--- config.mk ---
export PLATFORM = sky130hd
export DESIGN_NAME = tcr_port_role
export DESIGN_NICKNAME = d
export VERILOG_FILES = /design/src/rtl/tcr_pkg.sv /design/src/rtl/tcr_port_role.sv /design/src/rtl/tcr_sync.sv
export SDC_FILE = /design/constraint.sdc
export NUM_CORES = 1
export LEC_CHECK = 0
export BUFFER_PORTS_ARGS = -buffer_cell sky130_fd_sc_hd__buf_4
export CORE_AREA = 5 5 81 53
export DETAILED_ROUTE_END_ITERATION = 10
export DIE_AREA = 0 0 86 58
export GPL_TIMING_DRIVEN = 0
export HOLD_SLACK_MARGIN = 0.02
export PLACE_DENSITY = 0.78
export SKIP_LAST_GASP = 1
export SLEW_MARGIN = 20
export SYNTH_ARGS = -nofsm -noshare
export SYNTH_HDL_FRONTEND = slang
export SYNTH_SLANG_ARGS = --single-unit
--- constraint.sdc ---
create_clock -name CLK -period 2.29 [get_ports CLK]
set_input_delay 0.229 -clock CLK [delete_from_list [all_inputs] [get_ports CLK]]
set_output_delay 0.229 -clock CLK [all_outputs]
set_load 0.03 [all_outputs]
--- src/rtl/tcr_pkg.sv ---
package tcr_pkg;
  // ==========================================
  // strap decode
  // three-level strap seen as two digital comparator outputs
  localparam logic [6:0] ADDR_STRAP_HIGH = 7'h67;
  localparam logic [6:0] ADDR_STRAP_LOW = 7'h47;
  // ==========================================
  // role field encodings
  localparam logic [1:0] ROLE_DRP = 2'h0;
  localparam logic [1:0] ROLE_UFP = 2'h1;
  localparam logic [1:0] ROLE_DFP = 2'h2;
  localparam logic [1:0] ROLE_DRP_ALT = 2'h3;
  localparam logic [1:0] ROLE_RESET = 2'h0;
  // ==========================================
  // timing
  localparam int CLK_MHZ = 25;
  localparam int SOFT_RESET_NS = 400;
  localparam int SOFT_RESET_CYC = (SOFT_RESET_NS * CLK_MHZ + 999) / 1000;
  localparam int SYNC_STAGES = 2;

  typedef enum logic [2:0] {
    TCR_UNATT_SNK,
    TCR_UNATT_SRC,
    TCR_ATT_SNK,
    TCR_ATT_SRC,
    TCR_FORCED
  } tcr_state_t;

  // attach detector result carried as one group
  typedef struct packed {
    logic attach_snk;
    logic attach_src;
    logic detach;
    logic on_line_b;
  } tcr_attach_t;
endpackage : tcr_pkg

--- src/rtl/tcr_port_role.sv ---
`timescale 1ns/1ps
module tcr_port_role
(
  // clock and reset
  input wire logic CLK,
  input wire logic NRST,
  input wire logic CE,
  // pins (asynchronous)
  input wire logic STRAP_HIGH,
  input wire logic STRAP_LOW,
  input wire logic ENABLE_N,
  input wire logic BUS_POWER_SENSE,
  // attach detector, same clock
  input wire tcr_pkg::tcr_attach_t ATTACH,
  // register side, same clock
  input wire logic ROLE_WE,
  input wire logic [1:0] ROLE_WDATA,
  input wire logic SOFT_RESET_SET,
  input wire logic ALERT_SERVICED,
  // status
  output logic I2C_MODE,
  output logic [6:0] TARGET_ADDR,
  output logic [1:0] ROLE_FIELD,
  output logic SOFT_RESET_BIT,
  output logic CABLE_FLIP,
  output logic ATTACHED_SRC,
  output logic VCONN_EN,
  output tcr_pkg::tcr_state_t PORT_STATE,
  // open-drain pins, enable low = driving low; ORIENTATION is a plain output
  output logic CHANGE_ALERT_OUT_O,
  output logic CHANGE_ALERT_OUT_OE_N,
  output logic HOST_ROLE_INDICATOR_O,
  output logic HOST_ROLE_INDICATOR_OE_N,
  output logic ORIENTATION
);
  import tcr_pkg::*;

  // ==========================================
  // pin synchronisers
  logic [3:0] pins_s;
  logic strap_hi, strap_lo, en_n_s, bus_pwr;
  tcr_sync #(.WIDTH(4)) u_sync (
    .clk(CLK),
    .ce(CE),
    .nrst(NRST),
    .d({STRAP_HIGH, STRAP_LOW, ENABLE_N, BUS_POWER_SENSE}),
    .q(pins_s)
  );
  assign {strap_hi, strap_lo, en_n_s, bus_pwr} = pins_s;

  // ==========================================
  // strap capture after reset release
  logic strap_taken;
  logic [1:0] settle;
  logic mode_i2c, addr_hi;
  always_ff @(posedge CLK)
  begin
    if (!NRST)
    begin
      settle <= 2'h0;
      strap_taken <= 1'b0;
      mode_i2c <= 1'b0;
      addr_hi <= 1'b0;
    end
    else if (CE && !strap_taken)
    begin
      // wait for the synchroniser to fill before trusting the strap
      settle <= settle + 2'h1;
      if (settle == 2'h2)
      begin
        strap_taken <= 1'b1;
        mode_i2c <= strap_hi | strap_lo;
        addr_hi <= strap_hi;
      end
    end
  end
  assign I2C_MODE = mode_i2c;
  assign TARGET_ADDR = addr_hi ? ADDR_STRAP_HIGH : ADDR_STRAP_LOW;

  // ==========================================
  // soft reset sequencer
  logic [7:0] sr_cnt;
  logic sr_busy;
  wire sr_done = sr_busy && (sr_cnt == 8'(SOFT_RESET_CYC - 1));
  always_ff @(posedge CLK)
  begin
    if (!NRST)
    begin
      sr_busy <= 1'b0;
      sr_cnt <= 8'h00;
    end
    else if (CE)
    begin
      if (sr_done)
      begin
        sr_busy <= 1'b0;
        sr_cnt <= 8'h00;
      end
      else if (sr_busy)
        sr_cnt <= sr_cnt + 8'h01;
      else if (SOFT_RESET_SET)
        sr_busy <= 1'b1;
    end
  end
  assign SOFT_RESET_BIT = sr_busy;

  // ==========================================
  // role field and exit events
  logic [1:0] role;
  logic en_n_q;
  always_ff @(posedge CLK)
  begin
    if (!NRST)
    begin
      role <= ROLE_RESET;
      // same level as the synchroniser after reset, so no false fall
      en_n_q <= 1'b0;
    end
    else if (CE)
    begin
      en_n_q <= en_n_s;
      if (ROLE_WE && mode_i2c)
        role <= ROLE_WDATA;
    end
  end
  assign ROLE_FIELD = role;
  wire en_fall = en_n_q && !en_n_s;
  wire role_exit = (ROLE_WE && mode_i2c) || SOFT_RESET_SET || en_fall || sr_busy;
  wire is_dfp = (role == ROLE_DFP);
  wire is_ufp = (role == ROLE_UFP);
  wire is_drp = (role == ROLE_DRP) || (role == ROLE_DRP_ALT);
  wire held = en_n_s;

  // ==========================================
  // role state machine
  tcr_state_t state, next_state;
  logic flip;
  always_comb
  begin
    next_state = state;
    case (state)
      TCR_FORCED: next_state = is_dfp ? TCR_UNATT_SRC : TCR_UNATT_SNK;
      TCR_UNATT_SNK:
        if (ATTACH.attach_snk && bus_pwr)
          next_state = TCR_ATT_SNK;
        else if (ATTACH.attach_src && is_drp)
          next_state = TCR_ATT_SRC;
      TCR_UNATT_SRC:
        if (ATTACH.attach_src)
          next_state = TCR_ATT_SRC;
      TCR_ATT_SNK:
        if (ATTACH.detach || !bus_pwr)
          next_state = is_dfp ? TCR_UNATT_SRC : TCR_UNATT_SNK;
      TCR_ATT_SRC:
        if (ATTACH.detach)
          next_state = is_dfp ? TCR_UNATT_SRC : TCR_UNATT_SNK;
      default: next_state = TCR_FORCED;
    endcase
    if (is_ufp && next_state == TCR_ATT_SRC)
      next_state = TCR_UNATT_SNK; // sink-only never sources
    if (role_exit || held)
      next_state = TCR_FORCED;
  end

  always_ff @(posedge CLK)
  begin
    if (!NRST)
    begin
      state <= TCR_FORCED;
      flip <= 1'b0;
    end
    else if (CE)
    begin
      state <= next_state;
      if (next_state == TCR_ATT_SNK || next_state == TCR_ATT_SRC)
        flip <= !ATTACH.on_line_b;
    end
  end
  assign PORT_STATE = state;
  assign CABLE_FLIP = flip;
  assign ORIENTATION = flip;
  wire att_src = (state == TCR_ATT_SRC);
  assign ATTACHED_SRC = att_src;
  assign VCONN_EN = att_src && !is_ufp;

  // ==========================================
  // host-role indicator
  logic hri_low;
  always_ff @(posedge CLK)
  begin
    if (!NRST)
      hri_low <= 1'b0;
    else if (CE)
      hri_low <= (next_state == TCR_ATT_SRC) && is_drp;
  end
  assign HOST_ROLE_INDICATOR_O = 1'b0;
  assign HOST_ROLE_INDICATOR_OE_N = !hri_low;

  // ==========================================
  // change alert: sticky, set wins over service
  logic alert;
  logic [4:0] snap;
  wire [4:0] visible = {role, flip, sr_busy, (state == TCR_ATT_SNK) || att_src};
  wire changed = (visible != snap);
  always_ff @(posedge CLK)
  begin
    if (!NRST)
    begin
      alert <= 1'b0;
      snap <= 5'h00;
    end
    else if (CE)
    begin
      snap <= visible;
      if (changed)
        alert <= 1'b1;
      else if (ALERT_SERVICED)
        alert <= 1'b0;
    end
  end
  assign CHANGE_ALERT_OUT_O = 1'b0;
  assign CHANGE_ALERT_OUT_OE_N = !alert;

  // ==========================================
  // checks
  a_addr_low_strap: assert property (@(posedge CLK) disable iff (!NRST)
    strap_taken && !addr_hi |-> TARGET_ADDR == 7'h47) else $error("bad address");
  a_alert_holds: assert property (@(posedge CLK) disable iff (!NRST)
    CE && alert && !ALERT_SERVICED |=> alert) else $error("alert dropped");
  a_alert_on_change: assert property (@(posedge CLK) disable iff (!NRST)
    CE && changed |=> !CHANGE_ALERT_OUT_OE_N) else $error("no alert");
  a_hri_src_only: assert property (@(posedge CLK) disable iff (!NRST)
    !HOST_ROLE_INDICATOR_OE_N |-> att_src && is_drp) else $error("indicator");
  a_vconn_ufp: assert property (@(posedge CLK) disable iff (!NRST)
    is_ufp |-> !VCONN_EN && !ATTACHED_SRC) else $error("vconn in sink");
  a_exit_role: assert property (@(posedge CLK) disable iff (!NRST)
    CE && SOFT_RESET_SET |=> state == TCR_FORCED) else $error("no exit");
  a_sr_clear: assert property (@(posedge CLK) disable iff (!NRST)
    CE && $rose(sr_busy) |-> ##[1:40] !sr_busy) else $error("sr stuck");
  a_orient_flip: assert property (@(posedge CLK) disable iff (!NRST)
    CE && (next_state == TCR_ATT_SNK || next_state == TCR_ATT_SRC)
    |=> ORIENTATION == !$past(ATTACH.on_line_b) && CABLE_FLIP == ORIENTATION)
    else $error("orient");
  a_role_reset: assert property (@(posedge CLK)
    !NRST |=> ROLE_FIELD == 2'h0) else $error("role reset");
endmodule : tcr_port_role

--- src/rtl/tcr_sync.sv ---
`timescale 1ns/1ps
module tcr_sync #(
  parameter int WIDTH = 1
) (
  // clock and control
  input wire logic clk,
  input wire logic ce,
  input wire logic nrst,
  // data
  input wire logic [WIDTH-1:0] d,
  output logic [WIDTH-1:0] q
);
  logic [WIDTH-1:0] meta;

  always_ff @(posedge clk)
  begin
    if (!nrst)
    begin
      meta <= '0;
      q <= '0;
    end
    else if (ce)
    begin
      meta <= d;
      q <= meta;
    end
  end
endmodule : tcr_sync

# Yosys cells after proc, flatten, opt, wreduce, memory -nomap -nowiden
# Index checks and enable logic that the tools add are counted.
# totals
ff_bits,36
inputBits,16
word_cells,81
# classes
add_sub_neg,2
eq_ne,13
muxes,17
bitwise,1
n_reduce_logical,33
# op_table
operator,count
$mux 3,7
$mux 8,2
$eq 3x2->1 const B,5
$pmux 3 s5,1
$reduce_and 2->1,5
$logic_and 1x1->1,9
$add 8x1->8 const B,1
$eq 8x4->1 const B,1
$logic_or 1x1->1,8
$logic_not 1->1,7
$eq 2x2->1 const B,3
$mux 1,6
$mux 6,1
$ne 5x5->1,1
$reduce_bool 2->1,2
$eq 3x1->1 const B,1
$eq 3x3->1 const B,1
$logic_not 3->1,1
$add 2x1->2 const B,1
$eq 2x1->1 const B,1
$logic_not 2->1,1
$or 1x1->1,1

# Longest topological paths before layout
# Gate-level depths: netlist (run 1).
# logic_depth
ltp_word,13
mapped_depth,8
ltp_nobuf,8

# Modules after synthesis
# Synthesis (run 1) repeated with hierarchy kept, for this count alone.
# unflattened
hier_cells,197
hier_area_um2,1838.0
# modules_own_cells
module,n_inst,cells_each,area_each_um2,seq_area_each_um2
tcr_port_role,1,172,1536.5,560.5
tcr_sync,1,25,301.5,160.2

# Worst setup path after synthesis (run 1)
# No wires, ideal clock.
# synth_timing
kind,reg-to-output
start,reg state[0] (netlist: PORT_STATE[0])
end,out VCONN_EN
arrival_ns,1.646
required_time_ns,2.061
slack_ns,0.415
path_stages_with_launch,4
n_path_buf,0
path_cell_list,dfxtp_1 > nor2b_1 > and2_1 > nor2b_1
# synth_between
elab_chain_len,2
# synth_lines
item,line,text
from (decl),tcr_port_role.sv:136,"tcr_state_t state, next_state;"
from (signal assigned),tcr_port_role.sv:174,state <= next_state;
$eq 3x2->1,tcr_port_role.sv:182,wire att_src = (state == TCR_ATT_SRC);
named net ATTACHED_SRC,tcr_port_role.sv:26,"output logic ATTACHED_SRC,"
$logic_and 1x1->1,tcr_port_role.sv:184,assign VCONN_EN = att_src && !is_ufp;
to (decl),tcr_port_role.sv:27,"output logic VCONN_EN,"
# The timed path passes the listed nets, and every way through them passes these cells.

# Final worst setup path (run 1)
# layout_timing
start,reg role[0] (netlist: ROLE_FIELD[0])
end,reg flip (netlist: CABLE_FLIP)
# layout_between
elab_chain_len,13
elab_cells_between_ends,20
# layout_lines
item,line,text
from (decl),tcr_port_role.sv:109,logic [1:0] role;
from (signal assigned),tcr_port_role.sv:115,role <= ROLE_RESET;
from (signal assigned),tcr_port_role.sv:123,role <= ROLE_WDATA;
$eq 2x2->1 or $logic_not 2->1 (tied branches),tcr_port_role.sv:131,wire is_drp = (role == ROLE_DRP) || (role == ROLE_DRP_ALT);
$logic_or 1x1->1,tcr_port_role.sv:131,
$logic_and 1x1->1,tcr_port_role.sv:146,else if (ATTACH.attach_src && is_drp)
$mux 3,tcr_port_role.sv:146,
$mux 3,tcr_port_role.sv:144,if (ATTACH.attach_snk && bus_pwr)
$pmux 3 s5,tcr_port_role.sv:141,case (state)
$eq 3x2->1,tcr_port_role.sv:159,if (is_ufp && next_state == TCR_ATT_SRC)
$logic_and 1x1->1,tcr_port_role.sv:159,
$mux 3 (*),tcr_port_role.sv:159,
$mux 3 (*),tcr_port_role.sv:161,if (role_exit || held)
$eq 3x2->1,tcr_port_role.sv:175,if (next_state == TCR_ATT_SNK || next_state == TCR_ATT_SRC)
$logic_or 1x1->1 (*),tcr_port_role.sv:175,
$reduce_and 2->1 (no source line) (*),--,
to (signal assigned),tcr_port_role.sv:176,flip <= !ATTACH.on_line_b;
to (decl),tcr_port_role.sv:137,logic flip;
# Every way passes the cells marked *; elsewhere a longest branch is shown, timed or not.
# A chain may end at the register's enable or synchronous reset.

==> reports/qor.csv, run 1 <==
stage;metric;value;unit
timing;drv_slew;0;
critical_path;required;2.46;ns
critical_path;slowest_delay;0.45;ns
power;internal-power;997;uW
clock_tree;cts.sinks;36;
logic_synthesis;ys_ff_latch;36;
global_routing;grt_use_total;15.4;%
logic_synthesis;yosysUniqueCellTypes;36;
clock_tree;cts_resized;0;
clock_tree;clk_path_buf_depth;2;
finish;mostFrequentLayoutCells;41 x buf_4, 36 x dfxtp_1, 24 x nor2b_1;
finish;drive_gt1_share;22.7;%
global_routing;gr-usage-met2;20.9;%
logic_synthesis;synth-main-ff-cell;dfxtp_1;
floorplanning;die_w;86;um
timing;fin_tns_setup;0;ns
clock_tree;numCtsBuffers;5;
critical_path;path_class;reg2reg;
logic_synthesis;synth.top_cell.area_share;39.8;%
logic_synthesis;ys.warnings.count;0;
routing;wl;3640;um
status;status;completed;
clock_tree;cts-root-buf;clkbuf_8;
routing;num_vias;1426;
global_routing;grtUsageMet3;4.83;%
floorplanning;core;3510;um2
clock_tree;clk_pin_slew;0.07;ns
critical_path;crit_path_end_kind;flip-flop;
timing;max_freq;504;MHz
routing;drc;0;
global_routing;grt_pass1_wl;5920;um
routing;wl_per_cell;12.6;um
timing;timing.final.hold_violations;0;
finish;fin_cells;289;
floorplanning;dieArea;4990;um2
critical_path;cp_max_fo;6;
global_routing;grt_pass1_vias;1277;
flow_run;cap_viol_max_count;0;
global_routing;grt-ovfl-total;0;
critical_path;path_cells;inv_1, ha_1, nand2_1, a2111oi_0, a211o_1, nand4_2, mux2i_1;
timing;grt_setup_unrepaired;false;
global_routing;grt_antenna_before_repair;0;
global_routing;gr-usage-met1;22.3;%
power;pwr-share-clk;36.4;%
finish;syn2layout_area_growth;21.8;%
critical_path;crit_path_top_delay_cell;dfxtp_1;
timing;fin_crit;1.98;ns
logic_synthesis;syn_area_per_cell;9.05;um2
clock_tree;postCtsSetupRepairBufs;0;
finish;fin_nets;263;
power;ir_drop;0.000286;V
clock_tree;htreeDepth;2;
logic_synthesis;syn_inst;200;
timing;post-route-period-util;86.6;%
critical_path;start_kind;flip-flop;
placed_design;port_buffers;29;
placed_design;dp_cells;282;
floorplanning;fp.dieH;58;um
routing;drt-vias-per-instance;4.93;
power;p_comb_share;13.3;%
power;seqPwrFrac;50.3;%
hold_path;hp-class;in2reg;
routing;dr.pass1.iters;4;
clock_tree;cts_tree;done;
logic_synthesis;syn_area;1810;um2
logic_synthesis;yosys.area.top_type;dfxtp_1;
finish;fillers;322;
finish;antennaDiodeCount;0;
power;p_sw;326;uW
clock_tree;cts_hold_buf;0;
logic_synthesis;synth.yosys.seq_area_share;39.8;%
placed_design;place_congestion;0.905;
finish;final_common_cell;buf_4;
power;p_leak;0.976;nW
logic_synthesis;synth_edf_count;0;
power;power_density;600;nW/um2
floorplanning;start_util;51.6;%
clock_tree;clock_latency;0.29;ns
global_routing;globalRoute.busiestLayer;met1;
floorplanning;rows;17;
placed_design;dp_hpwl;2730;um
timing;setup_viol_count_final;0;
global_routing;grt_max_degree;11;
power;power.share.switching;24.7;%
logic_synthesis;synth_area_leaders;dfxtp_1 40%, mux2i_1 8.8%, nor2b_1 8.3%;
logic_synthesis;ys_async_sr_fraction;0;%
timing;fin_skew;0.00648;ns
critical_path;arrival;2.16;ns
floorplanning;num_io_pins;38;
routing;drt_iter0_drc;94;
routing;antenna_left;0;
[power groups by stage]
| stage | Sequential, mW | Clock [mW] | Combinational [mW] |
|---|---|---|---|
| after floorplan | 0.683 | 0 | 0.117 |
| after global placement | 0.679 | 0 | 0.173 |
| after detailed placement | 0.679 | 0 | 0.176 |
| after CTS | 0.665 | 0.492 | 0.176 |
| after global routing | 0.668 | 0.525 | 0.192 |
| final | 0.665 | 0.482 | 0.176 |
[synthesized netlist by cell type, types with 2 or more instances]
cell,count
dfxtp_1,36
nor2b_1,24
nand2_1,19
mux2i_1,16
buf_4,12
nor2_1,8
inv_1,7
nand3_1,7
xor2_1,7
a21oi_1,6
nand2b_1,6
ha_1,5
nand4_1,5
xnor2_1,5
o21ai_0,4
a21boi_0,3
and2_1,3
buf_2,3
clkbuf_1,3
and3_1,2
conb_1,2
nor3_1,2
o22ai_1,2
[layout make-up]
type | instances | area (um2) | area share [%]
sequential | 36 | 721 | 32.7
tap | 47 | 58.8 | 2.67
clock buffer | 7 | 96.3 | 4.37
multi-input combinational | 145 | 970 | 44.0
timing repair buffer | 29 | 218 | 9.87
buffer | 18 | 116 | 5.28
inverter | 7 | 26.3 | 1.19
[per-stage QoR]
step | instance area [um2] | total power [mW] | worst slack [ns] | hold slack (ns) | utilization, %
finish | 2210 | 1.32 | 0.307 | 0.193 | 62.9
global route | 2210 | 1.39 | 0.212 | 0.193 | 62.9
CTS | 2210 | 1.33 | 0.370 | 0.190 | 62.9
detailed placement | 2110 | 0.855 | 0.400 | 0.461 | 60.1
global placement | 2110 | 0.852 | 0.393 | 0.456 | 60.1
floorplan | 1830 | 0.800 | 0.415 | 0.374 | -
[worst max-delay path, delay by kind of cell (launching register included)]
kind / cells / cell delay, ns
compound gates: 2 / 0.62
flops: 1 / 0.45
fa+ha+maj: 1 / 0.33
simple gates: 2 / 0.23
mux: 1 / 0.15
buf+inv: 1 / 0.09
[state kept, by name (all words and copies together) (netlist names), 2 cells and up]
signal,flops
settle,2
PORT_STATE,3
u_sync.q,4
u_sync.meta,4
ROLE_FIELD,2
sr_cnt,8
snap,5
[logic make-up after synthesis]
group / synth area share, %
flops: 39.8
simple gates: 24.7
compound gates: 8.50
other cells: 0.415
fa+ha+maj: 3.46
mux: 9.47
xor+xnor: 5.81
buf+inv: 7.88
[metal layers]
layer | vias up | share of wire, %
li1 | 736 | -
met1 | 646 | 52
met2 | 40 | 41
met3 | 4 | 5.7
met4 | 0 | 0.93
met5 | - | 0
[final timing paths]
kind	start	to	slack (ns)	depth (start not counted)
worst max-delay path	ROLE_FIELD[0]	CABLE_FLIP	0.31	7
worst min-delay path	SOFT_RESET_SET	SOFT_RESET_BIT	0.19	3
worst max register to register	ROLE_FIELD[0]	CABLE_FLIP	0.31	7
worst min register to register	alert	alert	0.47	2
Power figures use the tool's default switching activity.
==> run 2, diff against run 1 <==
--- a/config.mk
+++ b/config.mk
@@ -6,14 +6,15 @@
 export NUM_CORES = 1
 export LEC_CHECK = 0
 export BUFFER_PORTS_ARGS = -buffer_cell sky130_fd_sc_hd__buf_4
-export CORE_AREA = 5 5 81 53
+export CORE_AREA = 5 5 86 56
 export DETAILED_ROUTE_END_ITERATION = 10
-export DIE_AREA = 0 0 86 58
+export DIE_AREA = 0 0 91 61
 export GPL_TIMING_DRIVEN = 0
 export HOLD_SLACK_MARGIN = 0.02
-export PLACE_DENSITY = 0.78
+export PLACE_DENSITY = 0.72
 export SKIP_LAST_GASP = 1
 export SLEW_MARGIN = 20
 export SYNTH_ARGS = -nofsm -noshare
 export SYNTH_HDL_FRONTEND = slang
 export SYNTH_SLANG_ARGS = --single-unit
+export TNS_END_PERCENT = 10
==> constraint.sdc (replaced) <==
create_clock -name CLK -period 1.8 [get_ports CLK]
set_input_delay 0.18 -clock CLK [delete_from_list [all_inputs] [get_ports CLK]]
set_output_delay 0.18 -clock CLK [all_outputs]
set_load 0.03 [all_outputs]
==> run 2 against run 1 <==
Compared with the run above: core utilization shrank 6.9 points; critical path depth unchanged; largest power group unchanged; first-iteration DRC count fell by 26%; highest routed layer unchanged; global-route usage is 1.4 points lower; routed wire length fell by 1.4%; register-to-register slack worse by 0.21 ns; maximum frequency rose by 16%; design area about the same; critical path type unchanged; hold slack got worse by 0.037 ns.
==> reports/qor.csv, run 2 (synthesis gave the netlist of run 1 again) <==
stage;metric;value;unit
clock_tree;clk_pin_slew;0.07;ns
critical_path;required;1.97;ns
clock_tree;cts.sinks;36;
floorplanning;rows;18;
flow_run;cap_viol_max_count;0;
critical_path;cp-startpoint;ROLE_FIELD[0];
critical_path;arrival;1.88;ns
clock_tree;clock_latency;0.28;ns
floorplanning;num_io_pins;38;
clock_tree;cts_tree;done;
routing;drc;0;
global_routing;grt_antenna_before_repair;0;
timing;fin_tns_setup;0;ns
critical_path;path_class;reg2reg;
power;ir_drop;0.000398;V
finish;final_core_util;55.9;%
timing;timing.final.hold_violations;0;
clock_tree;numCtsBuffers;5;
global_routing;grt_use_total;14.0;%
finish;fin_nets;263;
status;status;completed;
finish;syn2layout_area_growth;21.8;%
global_routing;grt_pass1_vias;1296;
finish;mostFrequentLayoutCells;41 x buf_4, 34 x dfxtp_1, 23 x nor2b_1;
global_routing;grt_pass1_wl;6090;um
floorplanning;start_util;45.9;%
power;p_leak;0.969;nW
timing;grt_setup_unrepaired;false;
placed_design;port_buffers;29;
routing;wl_per_cell;12.3;um
hold_path;hp-class;in2reg;
placed_design;dp_hpwl;2710;um
routing;drt_iter0_drc;70;
critical_path;path_cells;inv_1, ha_1, nand2_1, a2111oi_2, a211o_1, nand4_2, mux2i_1;
floorplanning;fp.dieH;61;um
finish;final_common_cell;buf_4;
finish;largest_registers;sr_cnt: 8 flops, snap: 5 flops;
power;power_density;726;nW/um2
timing;whs;0.156;ns
finish;largest_register_ffs;8;
timing;post-route-period-util;94.8;%
timing;max_freq;586;MHz
critical_path;crit_path_top_delay_cell;dfxtp_4;
floorplanning;core;3940;um2
clock_tree;cts-root-buf;clkbuf_8;
finish;drive_gt1_share;24.0;%
global_routing;grt_max_degree;11;
critical_path;timing.rr.start;ROLE_FIELD[0];
floorplanning;die_w;91;um
critical_path;r2r_setup_slack;0.09;ns
timing;fin_crit;1.71;ns
routing;antenna_left;0;
critical_path;cp_max_fo;6;
clock_tree;htreeDepth;2;
routing;drt-vias-per-instance;4.84;
global_routing;grt-ovfl-total;0;
clock_tree;clk_path_buf_depth;2;
floorplanning;dieArea;5550;um2
routing;wl;3590;um
critical_path;crit_path_end_kind;flip-flop;
routing;dr.pass1.iters;4;
routing;num_vias;1414;
finish;antennaDiodeCount;0;
placed_design;place_congestion;0.802;
finish;top_register;sr_cnt;
timing;drv_slew;0;
timing;fin_skew;0.00650;ns
finish;fillers;377;
critical_path;slowest_delay;0.38;ns
hold_path;hp-start;BUS_POWER_SENSE;
critical_path;start_kind;flip-flop;
timing;setup_viol_count_final;0;
## run 2: changes by cell type in the layout (fill, tap and decap cells not counted)
cell	delta
a2111oi_2	+1
clkbuf_8	-2
dfxtp_4	+1
dfxtp_1	-2
nor2b_2	+1
a2111oi_0	-1
nor2b_1	-1
clkbuf_1	+1
dfxtp_2	+1
clkinv_2	+1
## run 2: what timing repair did
action | CTS | global route
buffers inserted | 0 | 0
pin swaps | 1 | 2
gates cloned | 0 | 0
gates resized for setup | 2 | 3
hold buffers | 0 | 0
endpoints found under the setup margin | 3 | 2
## run 2: where the power goes
part | internal [mW] | switching, mW | total [mW] | leakage [nW]
clock network | 0.263 | 0.267 | 0.530 | 0.0410
logic | 0.105 | 0.120 | 0.225 | 0.634
registers | 0.822 | 0.0237 | 0.846 | 0.294
## run 2: routing by layer
layer	vias up	part of all wire, %	global-route usage, %
met1	617	55	20.7
met5	-	0	0
li1	737	-	-
met3	6	7.0	4.71
met4	0	1.3	5.65
met2	54	37	18.5
## run 2: final cells by class
class / instances / area [um2] / share of cell area (%)
tap: 50 / 62.6 / 2.84
sequential: 36 / 726 / 32.9
multi-input combinational: 145 / 978 / 44.4
clock buffer: 6 / 72.6 / 3.29
clock inverter: 1 / 5.00 / 0.227
buffer: 18 / 116 / 5.28
inverter: 7 / 26.3 / 1.19
timing repair buffer: 29 / 218 / 9.88
## run 2: metrics by stage
stage / worst slack (ns) / total power, mW / std cells / area, um2
after CTS: 0.0161 / 1.63 / 292 / 2200
final: 0.0930 / 1.60 / 292 / 2200
after floorplan: 0.101 / 1.02 / 206 / 1840
after global routing: 0.00151 / 1.68 / 292 / 2200
after global placement: -0.0746 / 1.09 / 285 / 2120
after detailed placement: -0.0994 / 1.09 / 285 / 2120
## run 2: path summary, 6_finish.rpt
check                                      end  cells after the start
worst max-delay path                CABLE_FLIP                      7
worst min-delay path            u_sync.meta[0]                      3
worst max register to register      CABLE_FLIP                      7
worst min register to register           alert                      2
## run 2: worst max-delay path, delay by kind of cell (launching register included)
family / cells / cell delay (ns)
AOI/OAI and AO/OA: 2 / 0.51
adders and majority gates: 1 / 0.31
buffers and inverters: 1 / 0.05
DFF: 1 / 0.38
muxes: 1 / 0.15
and+or+nand+nor: 2 / 0.21
